## config.mk

```make
export PLATFORM = sky130hd
export DESIGN_NAME = print_head_unit
export DESIGN_NICKNAME = d
export VERILOG_FILES = /design/src/hdl/print_head_pkg.sv /design/src/hdl/word_reg_file.sv /design/src/hdl/print_head_unit.sv
export VERILOG_INCLUDE_DIRS = /design/src /design/src/hdl
export SDC_FILE = /design/constraint.sdc
export NUM_CORES = 1
export LEC_CHECK = 0
export BUFFER_PORTS_ARGS = -buffer_cell sky130_fd_sc_hd__buf_2
export CAP_MARGIN = 25
export CORE_ASPECT_RATIO = 1.1
export CORE_MARGIN = 5
export CORE_UTILIZATION = 40
export CTS_BUF_LIST = sky130_fd_sc_hd__clkbuf_2 sky130_fd_sc_hd__clkbuf_4 sky130_fd_sc_hd__clkbuf_8
export DETAILED_ROUTE_END_ITERATION = 7
export PLACE_DENSITY = 0.57
export SKIP_LAST_GASP = 1
export SLEW_MARGIN = 10
export SYNTH_ARGS = -nofsm -noshare
export SYNTH_HDL_FRONTEND = slang
export SYNTH_SLANG_ARGS = --single-unit
```

## constraint.sdc

```tcl
create_clock -name sys_clk -period 3.3 [get_ports sys_clk]
set_input_delay 0.33 -clock sys_clk [delete_from_list [all_inputs] [get_ports sys_clk]]
set_output_delay 0.33 -clock sys_clk [all_outputs]
set_load 0.03 [all_outputs]
```

## src/hdl/print_head_defines.svh

```systemverilog
`ifndef PRINT_HEAD_DEFINES_SVH
`define PRINT_HEAD_DEFINES_SVH
// host io device and instruction codes
`define DEV_PRINT_HEAD 10'h030
`define FC_SKIP_READY 4'h0
`define FC_ENABLE_CHAN 4'h0
`define FC_CLEAR 4'h2
`define FC_STATUS 4'h9
`define INT_MASK_DEV 10'h010
`define INT_MASK_BIT 16'h2000
// block transfer pointer locations and limit
`define LOC_START 13'h0012
`define LOC_END 13'h0013
`define ADDR_LIMIT 13'h1FFF
// word formats
`define OP_FAST_END 4'hF
`define SPF_HARDCOPY 4'hD
`define SPF_TEST_CLR 4'hE
`define FAST_HI_LSB 12
`define FAST_LO_LSB 12
// status bit positions (bit 1 is msb, bit n sits at 16-n)
`define ST_NOT_READY 15
`define ST_FORM_FAIL 7
`define ST_PROC_INT 4
`define ST_CAM_INT 3
`define ST_TEST_MODE 0
// timing
`define CLK_MHZ 200
`define DELAY_MS 64
`define DELAY_CYCLES (`DELAY_MS * 1000 * `CLK_MHZ)
`define EXEC_MIN_US 2
`define EXEC_MIN_CYCLES (`EXEC_MIN_US * `CLK_MHZ)
`define PULL_PERFS 2
`define BLOCK_PERFS 242
`define PROC_INT_PERFS 4
`define PULLS_MIN 3'd2
`define PULLS_MAX 3'd6
`endif

```

## src/hdl/print_head_pkg.sv

```systemverilog
package print_head_pkg;
  // channel walk states
  typedef enum logic [2:0] {
    ST_IDLE = 3'b000,
    ST_FETCH = 3'b001,
    ST_WAIT = 3'b010,
    ST_EXEC = 3'b011,
    ST_DONE = 3'b100
  } chan_state_t;
  // command classes held while a multiword command assembles
  typedef enum logic [2:0] {
    CMD_NONE = 3'b000,
    CMD_PLOT = 3'b001,
    CMD_FAST = 3'b010,
    CMD_VECTOR = 3'b011,
    CMD_STROKE = 3'b100
  } cmd_kind_t;
endpackage

```

## src/hdl/word_reg_file.sv

```systemverilog
`timescale 1ns/1ps
// small register store holding one assembled command's words
module word_reg_file #(
  parameter int DEPTH = 4,
  parameter int WIDTH = 16
) (
  input wire logic sys_clk,
  input wire logic wr_en,
  input wire logic [1:0] wr_addr,
  input wire logic [WIDTH-1:0] wr_data,
  input wire logic [1:0] rd_addr,
  output logic [WIDTH-1:0] rd_data
);
  logic [WIDTH-1:0] mem [DEPTH]; // word store
  // write port
  always_ff @(posedge sys_clk) begin
    if (wr_en) begin
      mem[wr_addr] <= wr_data;
    end
  end
  // registered read port
  always_ff @(posedge sys_clk) begin
    rd_data <= mem[rd_addr];
  end
endmodule // word_reg_file

```

## src/hdl/print_head_unit.sv

```systemverilog
`timescale 1ns/1ps
`include "print_head_defines.svh"
// Functional notes
// RL1 - plot point: code word three, position words 1-2
// RL2 - fast plot code from nibbles, words two/three
// RL3 - code 17 in bits 1-4 ends fast
// RL4 - host gives a pair after entering fast
// RL5 - host keeps small sizes, 80 raster units
// RL6 - host supplies vector slope times 4095
// RL7 - zero length vector plots a blank
// RL8 - short settle on request for strokes
// RL9 - marked stroke word ends stroke command
// RL10 - host sets advance with void frame
// RL11 - host gives leader and delay alone
// RL12 - hardcopy expose, host follows with delay
// RL13 - special 16 with zero clears test
// RL14 - delay holds input for 64 ms
// RL15 - frame advance pulls 2 to 6
// RL16 - block mode: notch, 242 perfs, loop empty
// RL17 - fetch from loc 22 to 23, update 22
// RL18 - clear stops leader, failures, channel
// RL19 - status read loads word, clears interrupts
// RL20 - skip when ready; pulse starts channel
// RL21 - four perf processor advance sets flag
// RL22 - camera pull sets flag; mask 20000 enables
// RL23 - ready drops during command execution
module print_head_unit
  import print_head_pkg::*;
#(
  parameter int DELAY_COUNT = `DELAY_CYCLES,
  parameter int EXEC_COUNT = `EXEC_MIN_CYCLES,
  parameter int PERF_COUNT = 64
) (
  input wire logic sys_clk,
  input wire logic resetn,
  // host instruction bus
  input wire logic [9:0] io_addr,
  input wire logic skip_on_sense,
  input wire logic output_control_pulse,
  input wire logic input_to_accumulator,
  input wire logic output_from_accumulator,
  input wire logic [15:0] out_bus,
  output logic [15:0] in_bus,
  output logic in_bus_valid,
  output logic skip,
  output logic interrupt_req,
  // block transfer channel: memory reads and the start pointer write back
  output logic mem_req,
  output logic [12:0] mem_addr,
  output logic mem_we,
  output logic [15:0] mem_wdata,
  input wire logic mem_ack,
  input wire logic [15:0] mem_rdata,
  // print head execution side
  output logic [47:0] plot_cmd,
  output logic [2:0] plot_kind,
  output logic plot_blank,
  output logic plot_strobe,
  output logic short_settle,
  output logic hardcopy_expose,
  output logic leader_run,
  output logic block_mode,
  output logic test_mode,
  output logic [2:0] pulls_left,
  output logic proc_run,
  // machine pins, asynchronous
  input wire logic camera_pull_pin,
  input wire logic perf_pin,
  input wire logic notch_pin,
  input wire logic notcher_fitted_pin,
  input wire logic loop_empty_pin,
  input wire logic [15:0] sense_pins
);
  // pin synchronisers
  logic [5:0] pin_s1, pin_s2;
  logic [15:0] sense_s1, sense_s2;
  always_ff @(posedge sys_clk or negedge resetn) begin
    if (!resetn) begin
      pin_s1 <= 6'h00;
      pin_s2 <= 6'h00;
      sense_s1 <= 16'h0000;
      sense_s2 <= 16'h0000;
    end else begin
      pin_s1 <= {camera_pull_pin, perf_pin, notch_pin, notcher_fitted_pin,
                 loop_empty_pin, 1'b0};
      pin_s2 <= pin_s1;
      sense_s1 <= sense_pins;
      sense_s2 <= sense_s1;
    end
  end
  logic cam_q, perf_q; // previous synced levels
  always_ff @(posedge sys_clk or negedge resetn) begin
    if (!resetn) begin
      cam_q <= 1'b0;
      perf_q <= 1'b0;
    end else begin
      cam_q <= pin_s2[5];
      perf_q <= pin_s2[4];
    end
  end
  wire cam_edge = pin_s2[5] & ~cam_q; // one pull seen
  wire perf_edge = pin_s2[4] & ~perf_q; // one perforation seen
  // decode of host instructions
  wire sel = (io_addr == `DEV_PRINT_HEAD);
  wire ins_chan = output_control_pulse && io_addr == {`FC_ENABLE_CHAN, 6'h30};
  wire ins_clear = output_control_pulse && io_addr == {`FC_CLEAR, 6'h30};
  wire ins_status = input_to_accumulator && io_addr == {`FC_STATUS, 6'h30};
  wire ins_skip = skip_on_sense && sel;
  wire ins_mask = output_from_accumulator && io_addr == `INT_MASK_DEV;

  chan_state_t state;
  cmd_kind_t kind;
  logic chan_on; // channel flip-flop
  logic [12:0] cur_addr, end_addr;
  logic [1:0] ptr_phase; // 0 read start, 1 read end, 2 write back
  logic [1:0] word_idx;
  logic [15:0] cur_word;
  logic [31:0] busy_cnt;
  logic ready; // head can take next word
  logic int_en, proc_int, cam_int, form_fail, adv_fail;
  logic [15:0] w1; // second word of current command
  logic [15:0] rf_rdata; // first word of current command, slot zero
  logic [1:0] rf_waddr; // first word always lands in slot zero
  logic rf_we;

  word_reg_file #(.DEPTH(4), .WIDTH(16)) u_words (
    .sys_clk(sys_clk),
    .wr_en(rf_we),
    .wr_addr(rf_waddr),
    .wr_data(mem_rdata),
    .rd_addr(2'd0),
    .rd_data(rf_rdata)
  );

  // is the command in cur_word complete at word_idx
  function automatic logic cmd_complete(input cmd_kind_t k, input logic [1:0] idx,
                                        input logic [15:0] w);
    case (k)
      CMD_PLOT: cmd_complete = (idx == 2'd2);
      CMD_FAST: cmd_complete = (idx == 2'd2) || (idx == 2'd1 && w[15:12] == `OP_FAST_END);
      CMD_VECTOR: cmd_complete = (idx == 2'd3);
      CMD_STROKE: cmd_complete = w[15]; // see RL9
      default: cmd_complete = 1'b1;
    endcase
  endfunction

  // opcode class of a first word
  function automatic cmd_kind_t first_kind(input logic [15:0] w);
    case (w[15:13])
      3'b000: first_kind = CMD_PLOT;
      3'b001: first_kind = CMD_FAST;
      3'b010: first_kind = CMD_VECTOR;
      3'b011: first_kind = CMD_STROKE;
      default: first_kind = CMD_NONE;
    endcase
  endfunction

  logic fast_mode; // stays set over pairs
  assign rf_we = (state == ST_WAIT) && mem_ack && ptr_phase == 2'd3;
  // a word arriving with no command open is a first word
  assign rf_waddr = (kind == CMD_NONE && !fast_mode) ? 2'd0 : word_idx;

  // channel walk: pointer fetch, words, write back
  always_ff @(posedge sys_clk or negedge resetn) begin
    if (!resetn) begin
      state <= ST_IDLE;
      chan_on <= 1'b0;
      mem_req <= 1'b0;
      mem_we <= 1'b0;
      mem_addr <= 13'h0000;
      mem_wdata <= 16'h0000;
      cur_addr <= 13'h0000;
      end_addr <= 13'h0000;
      ptr_phase <= 2'd0;
      cur_word <= 16'h0000;
    end else if (ins_clear) begin
      state <= ST_IDLE; // see RL18
      chan_on <= 1'b0;
      mem_req <= 1'b0;
      mem_we <= 1'b0;
    end else begin
      case (state)
        ST_IDLE: if (ins_chan) begin // see RL20
          chan_on <= 1'b1;
          ptr_phase <= 2'd0;
          mem_addr <= `LOC_START; // see RL17
          mem_req <= 1'b1;
          state <= ST_WAIT;
        end
        ST_FETCH: if (ready) begin
          mem_addr <= cur_addr;
          ptr_phase <= 2'd3;
          mem_req <= 1'b1;
          state <= ST_WAIT;
        end
        ST_WAIT: if (mem_ack) begin
          mem_req <= 1'b0;
          mem_we <= 1'b0;
          case (ptr_phase)
            2'd0: begin
              cur_addr <= mem_rdata[12:0] & `ADDR_LIMIT;
              mem_addr <= `LOC_END;
              ptr_phase <= 2'd1;
              mem_req <= 1'b1;
            end
            2'd1: begin
              end_addr <= mem_rdata[12:0] & `ADDR_LIMIT;
              state <= ST_FETCH;
            end
            2'd2: begin
              chan_on <= 1'b0;
              state <= ST_IDLE;
            end
            default: begin
              cur_word <= mem_rdata;
              state <= ST_EXEC;
            end
          endcase
        end
        ST_EXEC: begin
          if (cur_addr == end_addr) begin
            mem_addr <= `LOC_START; // see RL17
            mem_wdata <= {3'b000, cur_addr + 13'h0001};
            mem_we <= 1'b1;
            mem_req <= 1'b1;
            ptr_phase <= 2'd2;
            state <= ST_WAIT;
          end else begin
            cur_addr <= cur_addr + 13'h0001;
            state <= ST_FETCH;
          end
        end
        default: state <= ST_IDLE;
      endcase
    end
  end

  // command assembly and execution start
  always_ff @(posedge sys_clk or negedge resetn) begin
    if (!resetn) begin
      kind <= CMD_NONE;
      word_idx <= 2'd0;
      fast_mode <= 1'b0;
      w1 <= 16'h0000;
      plot_cmd <= 48'h0;
      plot_kind <= 3'd0;
      plot_blank <= 1'b0;
      plot_strobe <= 1'b0;
      short_settle <= 1'b0;
      hardcopy_expose <= 1'b0;
      test_mode <= 1'b0;
      busy_cnt <= 32'd0;
    end else begin
      plot_strobe <= 1'b0;
      hardcopy_expose <= 1'b0;
      if (busy_cnt != 32'd0) begin
        busy_cnt <= busy_cnt - 32'd1; // see RL23
      end
      if (ins_clear) begin
        kind <= CMD_NONE;
        word_idx <= 2'd0;
      end else if (state == ST_EXEC) begin
        busy_cnt <= 32'(EXEC_COUNT);
        if (kind == CMD_NONE && !fast_mode) begin
          kind <= first_kind(cur_word);
          word_idx <= 2'd1;
          if (first_kind(cur_word) == CMD_FAST) begin
            fast_mode <= 1'b1; // see RL4
            kind <= CMD_FAST;
          end
          if (first_kind(cur_word) == CMD_NONE) begin
            if (cur_word[15:12] == `SPF_HARDCOPY) begin
              hardcopy_expose <= 1'b1; // see RL12
            end
            if (cur_word[15:12] == `SPF_TEST_CLR && cur_word[11:8] == 4'h0) begin
              test_mode <= 1'b0; // see RL13
            end else if (cur_word[15:12] == `SPF_TEST_CLR) begin
              test_mode <= 1'b1; // nonzero field enters test mode
            end
            if (cur_word[3]) begin
              busy_cnt <= 32'(DELAY_COUNT); // see RL14
            end
          end
        end else if (fast_mode && word_idx != 2'd2 &&
                     cur_word[15:12] == `OP_FAST_END) begin
          fast_mode <= 1'b0; // see RL3
          kind <= CMD_NONE;
          word_idx <= 2'd0;
        end else if (fast_mode && word_idx != 2'd2) begin
          w1 <= cur_word;
          word_idx <= 2'd2;
        end else if (fast_mode) begin
          // code from two nibbles, position from the same words, see RL2
          plot_cmd <= {w1, cur_word, 8'h00, w1[`FAST_HI_LSB +: 4],
                       cur_word[`FAST_LO_LSB +: 4]};
          plot_kind <= CMD_FAST;
          plot_blank <= 1'b0;
          plot_strobe <= 1'b1;
          word_idx <= 2'd1;
        end else if (cmd_complete(kind, word_idx, cur_word)) begin
          plot_kind <= kind;
          plot_strobe <= 1'b1;
          plot_cmd <= {rf_rdata, w1, cur_word}; // see RL1
          // zero length vector gives a blank, see RL7
          plot_blank <= (kind == CMD_VECTOR) && (cur_word[11:0] == 12'h000);
          short_settle <= (kind == CMD_STROKE) && rf_rdata[12]; // see RL8
          kind <= CMD_NONE;
          word_idx <= 2'd0;
        end else begin
          if (word_idx == 2'd1) begin
            w1 <= cur_word;
          end
          if (kind != CMD_STROKE) begin
            word_idx <= word_idx + 2'd1;
          end
        end
      end
    end
  end

  // ready: head idle, no delay or execution pending
  always_ff @(posedge sys_clk or negedge resetn) begin
    if (!resetn) begin
      ready <= 1'b0;
    end else begin
      ready <= (busy_cnt == 32'd0) && (state != ST_EXEC); // see RL23
    end
  end

  // film control: leader, block mode, camera pulls, processor
  logic [8:0] perf_cnt;
  logic [1:0] proc_perf4;
  always_ff @(posedge sys_clk or negedge resetn) begin
    if (!resetn) begin
      leader_run <= 1'b0;
      block_mode <= 1'b0;
      pulls_left <= 3'd0;
      proc_run <= 1'b0;
      perf_cnt <= 9'd0;
      proc_perf4 <= 2'd0;
      adv_fail <= 1'b0;
      form_fail <= 1'b0;
    end else begin
      if (ins_clear) begin
        leader_run <= 1'b0; // see RL18
        adv_fail <= 1'b0;
        form_fail <= 1'b0;
      end else if (state == ST_EXEC && kind == CMD_NONE && !fast_mode &&
                   first_kind(cur_word) == CMD_NONE && cur_word[15:12] == 4'hC) begin
        // control word
        if (cur_word[11]) leader_run <= 1'b1;
        if (cur_word[10]) block_mode <= 1'b1;
        if (cur_word[9]) block_mode <= 1'b0;
        if (cur_word[8]) begin
          proc_run <= 1'b1;
          perf_cnt <= 9'd0;
        end
        if (cur_word[5]) begin
          // selected pulls 2..6, see RL15
          pulls_left <= (cur_word[2:0] < `PULLS_MIN) ? `PULLS_MIN :
                        (cur_word[2:0] > `PULLS_MAX) ? `PULLS_MAX : cur_word[2:0];
        end
      end
      if (cam_edge && pulls_left != 3'd0) begin
        pulls_left <= pulls_left - 3'd1;
      end
      if (cam_edge && pulls_left == 3'd0 && !leader_run) begin
        adv_fail <= 1'b1; // unexpected pull
      end
      if (proc_run && perf_edge) begin
        perf_cnt <= perf_cnt + 9'd1;
        proc_perf4 <= proc_perf4 + 2'd1;
      end
      // block mode stop: notch, or 242 perfs without notcher; loop empty always
      // with a notcher fitted the notch, not the 242 perf count, ends the run
      if (proc_run && (pin_s2[1] ||
          (block_mode && (pin_s2[2] ? pin_s2[3]
                                    : perf_cnt == 9'(`BLOCK_PERFS))))) begin
        proc_run <= 1'b0; // see RL16
      end
    end
  end
  wire proc_adv = proc_run && perf_edge && proc_perf4 == 2'd3;

  // interrupt flags; set wins over status read clear
  always_ff @(posedge sys_clk or negedge resetn) begin
    if (!resetn) begin
      proc_int <= 1'b0;
      cam_int <= 1'b0;
      int_en <= 1'b0;
    end else begin
      if (ins_mask) begin
        int_en <= |(out_bus & `INT_MASK_BIT); // see RL22
      end
      proc_int <= proc_adv | (proc_int & ~ins_status); // see RL21
      cam_int <= cam_edge | (cam_int & ~ins_status); // see RL22
    end
  end

  // host answers: status word, skip, interrupt
  always_ff @(posedge sys_clk or negedge resetn) begin
    if (!resetn) begin
      in_bus <= 16'h0000;
      in_bus_valid <= 1'b0;
      skip <= 1'b0;
      interrupt_req <= 1'b0;
    end else begin
      in_bus_valid <= ins_status;
      if (ins_status) begin
        // sense bits kept off the flag and unused positions
        in_bus <= sense_s2 & 16'h7E60 | // see RL19
                  16'(!ready) << `ST_NOT_READY |
                  16'(form_fail | adv_fail) << `ST_FORM_FAIL |
                  16'(proc_int) << `ST_PROC_INT |
                  16'(cam_int) << `ST_CAM_INT |
                  16'(test_mode) << `ST_TEST_MODE;
      end
      skip <= ins_skip && ready; // see RL20
      interrupt_req <= int_en & (proc_int | cam_int);
    end
  end
endmodule // print_head_unit

```

* After elaboration in Yosys (flattened, before gate mapping)
Memory sizes are Yosys's and may differ from the RTL's. A register that Yosys moved wholly into a read port is not among the register bits.
Index checks and enable logic that the tools add are counted.
** Storage, ports and cells
- Register bits after elaboration :: 268
- Bits in writable memories :: 64
- Input bits :: 70
- Word-level logic and storage cells :: 328
- Memories :: 1
** Operators by class
- Add/sub/neg operators :: 6
- $lt $le $gt $ge :: 2
- Equal/unequal tests :: 50
- Muxes and demuxes :: 119
- Bitwise logic cells :: 22
- Reductions and logical operators :: 86
** Memories
- u_words.mem :: words 4, bits a word 16, read ports 1, clocked after memory_dff 1, wr ports 1, line word_reg_file.sv:14 : logic [WIDTH-1:0] mem [DEPTH];
** Operators by type and width (number)
- $mux 13 :: 8
- $mux 32 :: 3
- $mux 48 :: 2
- $mux 24 :: 3
- $mux 3 :: 24
- $mux 16 :: 4
- $pmux 13 s4 :: 1
- $mux 1 :: 47
- $mux 9 :: 4
- $logic_not 32->1 :: 1
- $reduce_bool 2->1 :: 16
- $reduce_bool 32->1 :: 1
- $sub 32x1->32 const B :: 1
- $mux 2 :: 15
- $logic_and 1x1->1 :: 27
- $pmux 13 s2 :: 1
- $pmux 3 s4 :: 2
- $eq 3x2->1 const B :: 7
- $reduce_and 7->1 :: 3
- $reduce_and 4->1 :: 5
- $logic_not 3->1 :: 6
- $ne 3x3->1 const B :: 6
- $reduce_and 3->1 :: 6
- $eq 4x4->1 const B :: 4
- 46 further kinds :: 88

* Longest topological paths before layout
- Depth after elaboration :: 17
- Gate-level depth with buffers :: 10

* Modules after synthesis
From an unflattened synthesis, not the netlist that was laid out.
** Unflattened totals
- Cell total of the unflattened synthesis :: 1172
- Area, all modules :: 14112.3 um2
** By module, submodules not included
- print_head_unit :: instances 1, cells an instance 1068, area an instance 11414.7 um2
- word_reg_file :: instances 1, cells an instance 104, area an instance 2697.6 um2

* Worst setup path before layout
No wires, ideal clock.
- Path kind :: register -> register
- From :: reg word_idx[0]
- To :: reg w1[10]
- Setup time :: 125 ps
- Data arrival time :: 2240 ps
- Setup slack :: 935 ps
- Stages on the path, launching flop included :: 9
- Path buffers :: 1
- Period minus slack after synthesis :: 2365 ps
- Cell sequence :: dfrtp_1 > inv_1 > ha_1 > maj3_1 > o21ai_1 > nand4_1 > a21oi_2 > buf_2 > mux2_2
** Between the ends
- Cells in the longest elaborated chain, start to end :: 12
** Ends and longest elaborated chain
- start: declaration :: line print_head_unit.sv:116 : logic [1:0] word_idx;
- start signal: assignment :: line print_head_unit.sv:314 : word_idx <= word_idx + 2'd1;
- $eq 2x1->1 :: line print_head_unit.sv:140, print_head_unit.sv:310
- $logic_and 1x1->1 (no source line)
- $logic_or 1x1->1 :: line print_head_unit.sv:140 : CMD_FAST: cmd_complete = (idx == 2'd2) || (idx == 2'd1 && w[15:12] == `OP_FAST_END);
- $pmux 1 s4 :: line print_head_unit.sv:138 : case (k)
- $mux 1 :: line print_head_unit.sv:292 : end else if (fast_mode) begin
- $mux 1 :: line print_head_unit.sv:289 : end else if (fast_mode && word_idx != 2'd2) begin
- $mux 1 :: line print_head_unit.sv:284 : end else if (fast_mode && word_idx != 2'd2 &&
- $mux 1 :: line print_head_unit.sv:264 : if (kind == CMD_NONE && !fast_mode) begin
- $mux 1 :: line print_head_unit.sv:262 : end else if (state == ST_EXEC) begin
- $mux 1 :: line print_head_unit.sv:259 : if (ins_clear) begin
- $ne 2x2->1 (no source line)
- $reduce_and 7->1 (no source line)
- end signal: assignment :: line print_head_unit.sv:290 : w1 <= cur_word;
- end signal: assignment :: line print_head_unit.sv:311 : w1 <= cur_word;
- end: declaration :: line print_head_unit.sv:121 : logic [15:0] w1;
Parallel ways exist; a longest one is shown, timed or not. The select of a mux whose other input is x is not followed.
A chain may end at the register's enable or synchronous reset.

* Worst setup path after layout
- From :: reg word_idx[0]
- To :: reg plot_cmd[15]
** Between the ends
- Cells in the longest elaborated chain, start to end :: 12
** Ends and longest elaborated chain
- $eq 2x1->1 :: line print_head_unit.sv:140
- $logic_and 1x1->1 (no source line)
- $logic_or 1x1->1 :: line print_head_unit.sv:140
- $pmux 1 s4 :: line print_head_unit.sv:138
- $mux 1 :: line print_head_unit.sv:292
- $mux 1 :: line print_head_unit.sv:289
- $mux 1 :: line print_head_unit.sv:284
- $mux 1 :: line print_head_unit.sv:264
- $mux 1 :: line print_head_unit.sv:262
- $mux 1 :: line print_head_unit.sv:259
- $reduce_bool 2->1 (no source line)
- $reduce_and 6->1 (no source line) (*)
- end signal: assignment :: line print_head_unit.sv:294 : plot_cmd <= {w1, cur_word, 8'h00, w1[`FAST_HI_LSB +: 4],
- end signal: assignment :: line print_head_unit.sv:303 : plot_cmd <= {rf_rdata, w1, cur_word};
- end: declaration :: line print_head_unit.sv:55 : output logic [47:0] plot_cmd,
Mark *: on every way between the ends. The rest lies on a longest branch, timed or not. The select of a mux whose other input is x is not followed.

==> flow_summary.json <==
{
  "ctsHoldBuffers": 27,
  "synth_top_area_share": 0.502,
  "number_of_antenna_violations_at_the_first_check_in_global_routing": 0,
  "cp_cell_sequence": "inv_1 -> ha_1 -> maj3_1 -> o21ai_1 -> nand2_2 -> a31oi_4 -> inv_4 -> mux2_2",
  "core_um2": 30600,
  "ratio_of_final_minimum_period_to_clock_period": 0.827,
  "drive_above_1_share": 0.332,
  "layout.nets": 1339,
  "worstMarginPinSlew_ns": 0.814,
  "postRouteAntennaNets": 0,
  "placed_cells": 1586,
  "fp.dieArea_um2": 34800,
  "synth-seq-cells": 282,
  "cts_tree": "done",
  "i_o_pin_total": 182,
  "num_antenna_cells": 0,
  "clock_transition_at_the_registers_of_the_reported_paths_ns": 0.07,
  "core.rowCount": 67,
  "die_y_um": 195,
  "grt_pass1_vias": 8974,
  "route.detailed.wl_per_inst_um": 17.9,
  "grt_first_pass_wirelength_um": 49300,
  "post-dp-hpwl_um": 20800,
  "yosysWarningCount": 0,
  "crit_type": "flip-flop to flip-flop",
  "unrepaired_setup_endpoints_after_global_routing": "false",
  "maxClockFrequency_mhz": 366,
  "worst_skew_pair.late_latency_ns": 0.58,
  "slew_viol_final": 0,
  "avgViaCountPerCell": 5.07,
  "ctsResizeCount": 0,
  "netlist_area_um2": 12500,
  "crit_required_ns": 3.74,
  "grt.total_usage": 0.175,
  "wl_um": 30400,
  "hold_viol_final": 0,
  "power_density_nw_per_um2": 899,
  "vdd.ir_drop.worst_uv": 394,
  "detail_route.drc_violations": 0,
  "static_leak_nw": 7.06,
  "clock_tree.root_cell": "sky130_fd_sc_hd__clkbuf_8",
  "syn_to_final_growth_pct": 20.5,
  "synthTopCellsByArea": "sky130_fd_sc_hd__dfrtp_1, sky130_fd_sc_hd__mux2_2, sky130_fd_sc_hd__edfxtp_1, sky130_fd_sc_hd__dfxtp_1, sky130_fd_sc_hd__nor2_1",
  "timing.final.crit_period_ns": 2.73,
  "die-width_um": 178,
  "critical-path-max-stage-delay_ns": 0.44,
  "final.setup_skew_ns": 0.0254,
  "timing.critical_path.from_type": "flip-flop",
  "worst_path_max_delay_cell": "sky130_fd_sc_hd__dfrtp_1",
  "ys_types": 77,
  "post_synth_inst_count": 1052,
  "htreeDepth": 2,
  "timing.critical_path.to_type": "flip-flop",
  "number_of_maximum_capacitance_constraint_violations": 0,
  "timing.max_slew.rel_slack": 0.456,
  "numClockSinks": 282,
  "postCtsSetupRepairBufs": 0,
  "cp_max_fo": 44,
  "synth_top_cell_by_area": "sky130_fd_sc_hd__dfrtp_1",
  "synth-async-reset-ratio": 0.887,
  "grt_start_max_net_pins": 101,
  "worst_ep_arrival_ns": 3.17,
  "grt_overflow_total": 0,
  "finalSetupTns_ns": 0,
  "ys_seq_area_frac": 0.566,
  "fillCellCount": 2781,
  "status": "finished clean",
  "final_weighted_congestion_in_routability_driven_placement": 0.824,
  "drt_pass1_iterations": 5,
  "fin_cells": 1698,
  "floorplan.initialDensity": 0.407,
  "vias": 8601,
  "most_frequently_used_flop_master_after_synthesis": "sky130_fd_sc_hd__dfrtp_1",
  "drt_iter0_markers": 506,
  "clk_path_buf_depth": 3,
  "hold_path_class": "input port to flip-flop",
  "numPortBuffers": 152,
  "synth_enable_flop_cells": 16,
  "fin_worst_hold_slack_ns": 0.0484,
  "setup_viol_count_final": 0,
  "cts_made_buffers": 47,
  "syn-mean-instance-area_um2": 11.8
}
[logic make-up after synthesis]
group | count (synthesis) | share of synthesized area
adders and majority gates | 22 | 0.0219
DFF | 282 | 0.566
muxes | 151 | 0.136
AOI/OAI and AO/OA | 158 | 0.0819
xor gates and xnor gates | 54 | 0.0380
other | 1 | 0.000301
and+or+nand+nor | 280 | 0.119
buffers and inverters | 104 | 0.0370
[critical path: cells and delay by family, from the launching register on]
kind / cells / cell delay [ns]
compound gates: 2 / 0.63
fa+ha+maj: 2 / 0.63
buf+inv: 2 / 0.37
flops: 1 / 0.44
mux: 1 / 0.36
simple gates: 1 / 0.13
[final cells by class]
class	instances	area, um^2	share of cell area
clock buffers	81	1010	0.0672
clock inverters	4	51.3	0.00342
inverters	42	160	0.0107
multi-input cells	671	4960	0.331
flip-flops and latches	282	7060	0.470
well taps	414	518	0.0345
repair buffers	204	1250	0.0835
[power breakdown]
part | leakage (nW) | total (W) | internal, W | switching [W]
combinational | 3.01 | 0.00487 | 0.00204 | 0.00283
clock | 0.561 | 0.00339 | 0.00199 | 0.00140
sequential | 3.49 | 0.00524 | 0.00433 | 0.000906
total | 7.06 | 0.0135 | 0.00836 | 0.00514
[path summary, 6_finish.rpt]
kind,startpoint,endpoint,slack (ns),depth (start not counted)
max in group asynchronous,resetn,mem_req,2.03,3
min in group asynchronous,resetn,in_bus[3],0.40,2
hold reg to reg,u_words.mem[0][12],u_words.rd_data[12],0.34,0
setup / recovery,word_idx[0],plot_cmd[15],0.57,8
setup reg to reg,word_idx[0],plot_cmd[15],0.57,8
hold / removal,mem_rdata[9],u_words.mem[0][9],0.05,1
[state kept, by name (all words and copies together) (netlist names), 8 cells and up]
name	flops
perf_cnt	9
mem_addr	13
cur_addr	13
cur_word	16
w1	16
busy_cnt	32
in_bus	13
end_addr	13
u_words.rd_data	16
sense_s2	8
mem_wdata	13
u_words.mem	16
plot_cmd	48
sense_s1	8
[cells in the mapped netlist (all sizes together), types with 2 or more instances]
cell type	instances
xnor2	32
nand2	51
or4	8
and4	2
mux2i	9
dfxtp	16
and3	20
nor2b	8
dfrtp	250
and4b	2
a22o	10
and2	2
xor2	22
edfxtp	16
o22ai	4
a21oi	40
o21ai	54
a2bb2oi	8
or3b	2
or3	6
nand2b	7
nor4	18
clkbuf	38
nand4	18
or4b	2
a211oi	8
nand4b	2
o2111a	2
nand3	31
ha	21
o211ai	4
a31oi	8
buf	24
o22a	3
mux2	142
nor3	16
a41oi	3
nor3b	3
nor2	77
or2	2
inv	42
[routing by layer]
| metal | vias to the layer above | routed length (um) | GRT usage |
|---|---|---|---|
| met5 | - | 0 | 0 |
| met4 | 0 | 767 | 0.0586 |
| met3 | 52 | 1510 | 0.0346 |
| met2 | 202 | 14000 | 0.273 |
| met1 | 4223 | 14100 | 0.246 |
| li1 | 4124 | - | - |
[placed cells by master, fill, tap and decap left out, types with 14 or more instances in the layout]
cell / Yosys / final
sky130_fd_sc_hd__nand4_1: 17 / 17
sky130_fd_sc_hd__edfxtp_1: 16 / 16
sky130_fd_sc_hd__o21ai_0: 50 / 50
sky130_fd_sc_hd__clkbuf_4: 0 / 17
sky130_fd_sc_hd__buf_4: 6 / 23
sky130_fd_sc_hd__dfxtp_1: 16 / 16
sky130_fd_sc_hd__dfrtp_1: 250 / 249
sky130_fd_sc_hd__ha_1: 21 / 21
sky130_fd_sc_hd__dlygate4sd3_1: 0 / 27
sky130_fd_sc_hd__nor2_1: 76 / 76
sky130_fd_sc_hd__buf_2: 12 / 151
sky130_fd_sc_hd__nor4_1: 15 / 15
sky130_fd_sc_hd__a21oi_1: 39 / 38
sky130_fd_sc_hd__inv_1: 40 / 40
sky130_fd_sc_hd__nand3_1: 31 / 31
sky130_fd_sc_hd__mux2_2: 142 / 142
sky130_fd_sc_hd__xnor2_1: 32 / 32
sky130_fd_sc_hd__and3_1: 20 / 20
sky130_fd_sc_hd__nor3_1: 14 / 14
sky130_fd_sc_hd__nand2_1: 50 / 50
sky130_fd_sc_hd__xor2_1: 22 / 22
sky130_fd_sc_hd__clkbuf_8: 0 / 64
[through the flow]
step / util / total power, W / cell area (um^2) / setup slack, ns
after floorplan: - / 0.00864 / 12500 / 0.935
after global placement: 0.447 / 0.0101 / 13700 / 0.585
after detailed placement: 0.447 / 0.0102 / 13700 / 0.553
after CTS: 0.491 / 0.0137 / 15000 / 0.563
after global routing: 0.491 / 0.0144 / 15000 / 0.311
final: 0.491 / 0.0135 / 15000 / 0.571
Power figures use the tool's default switching activity.
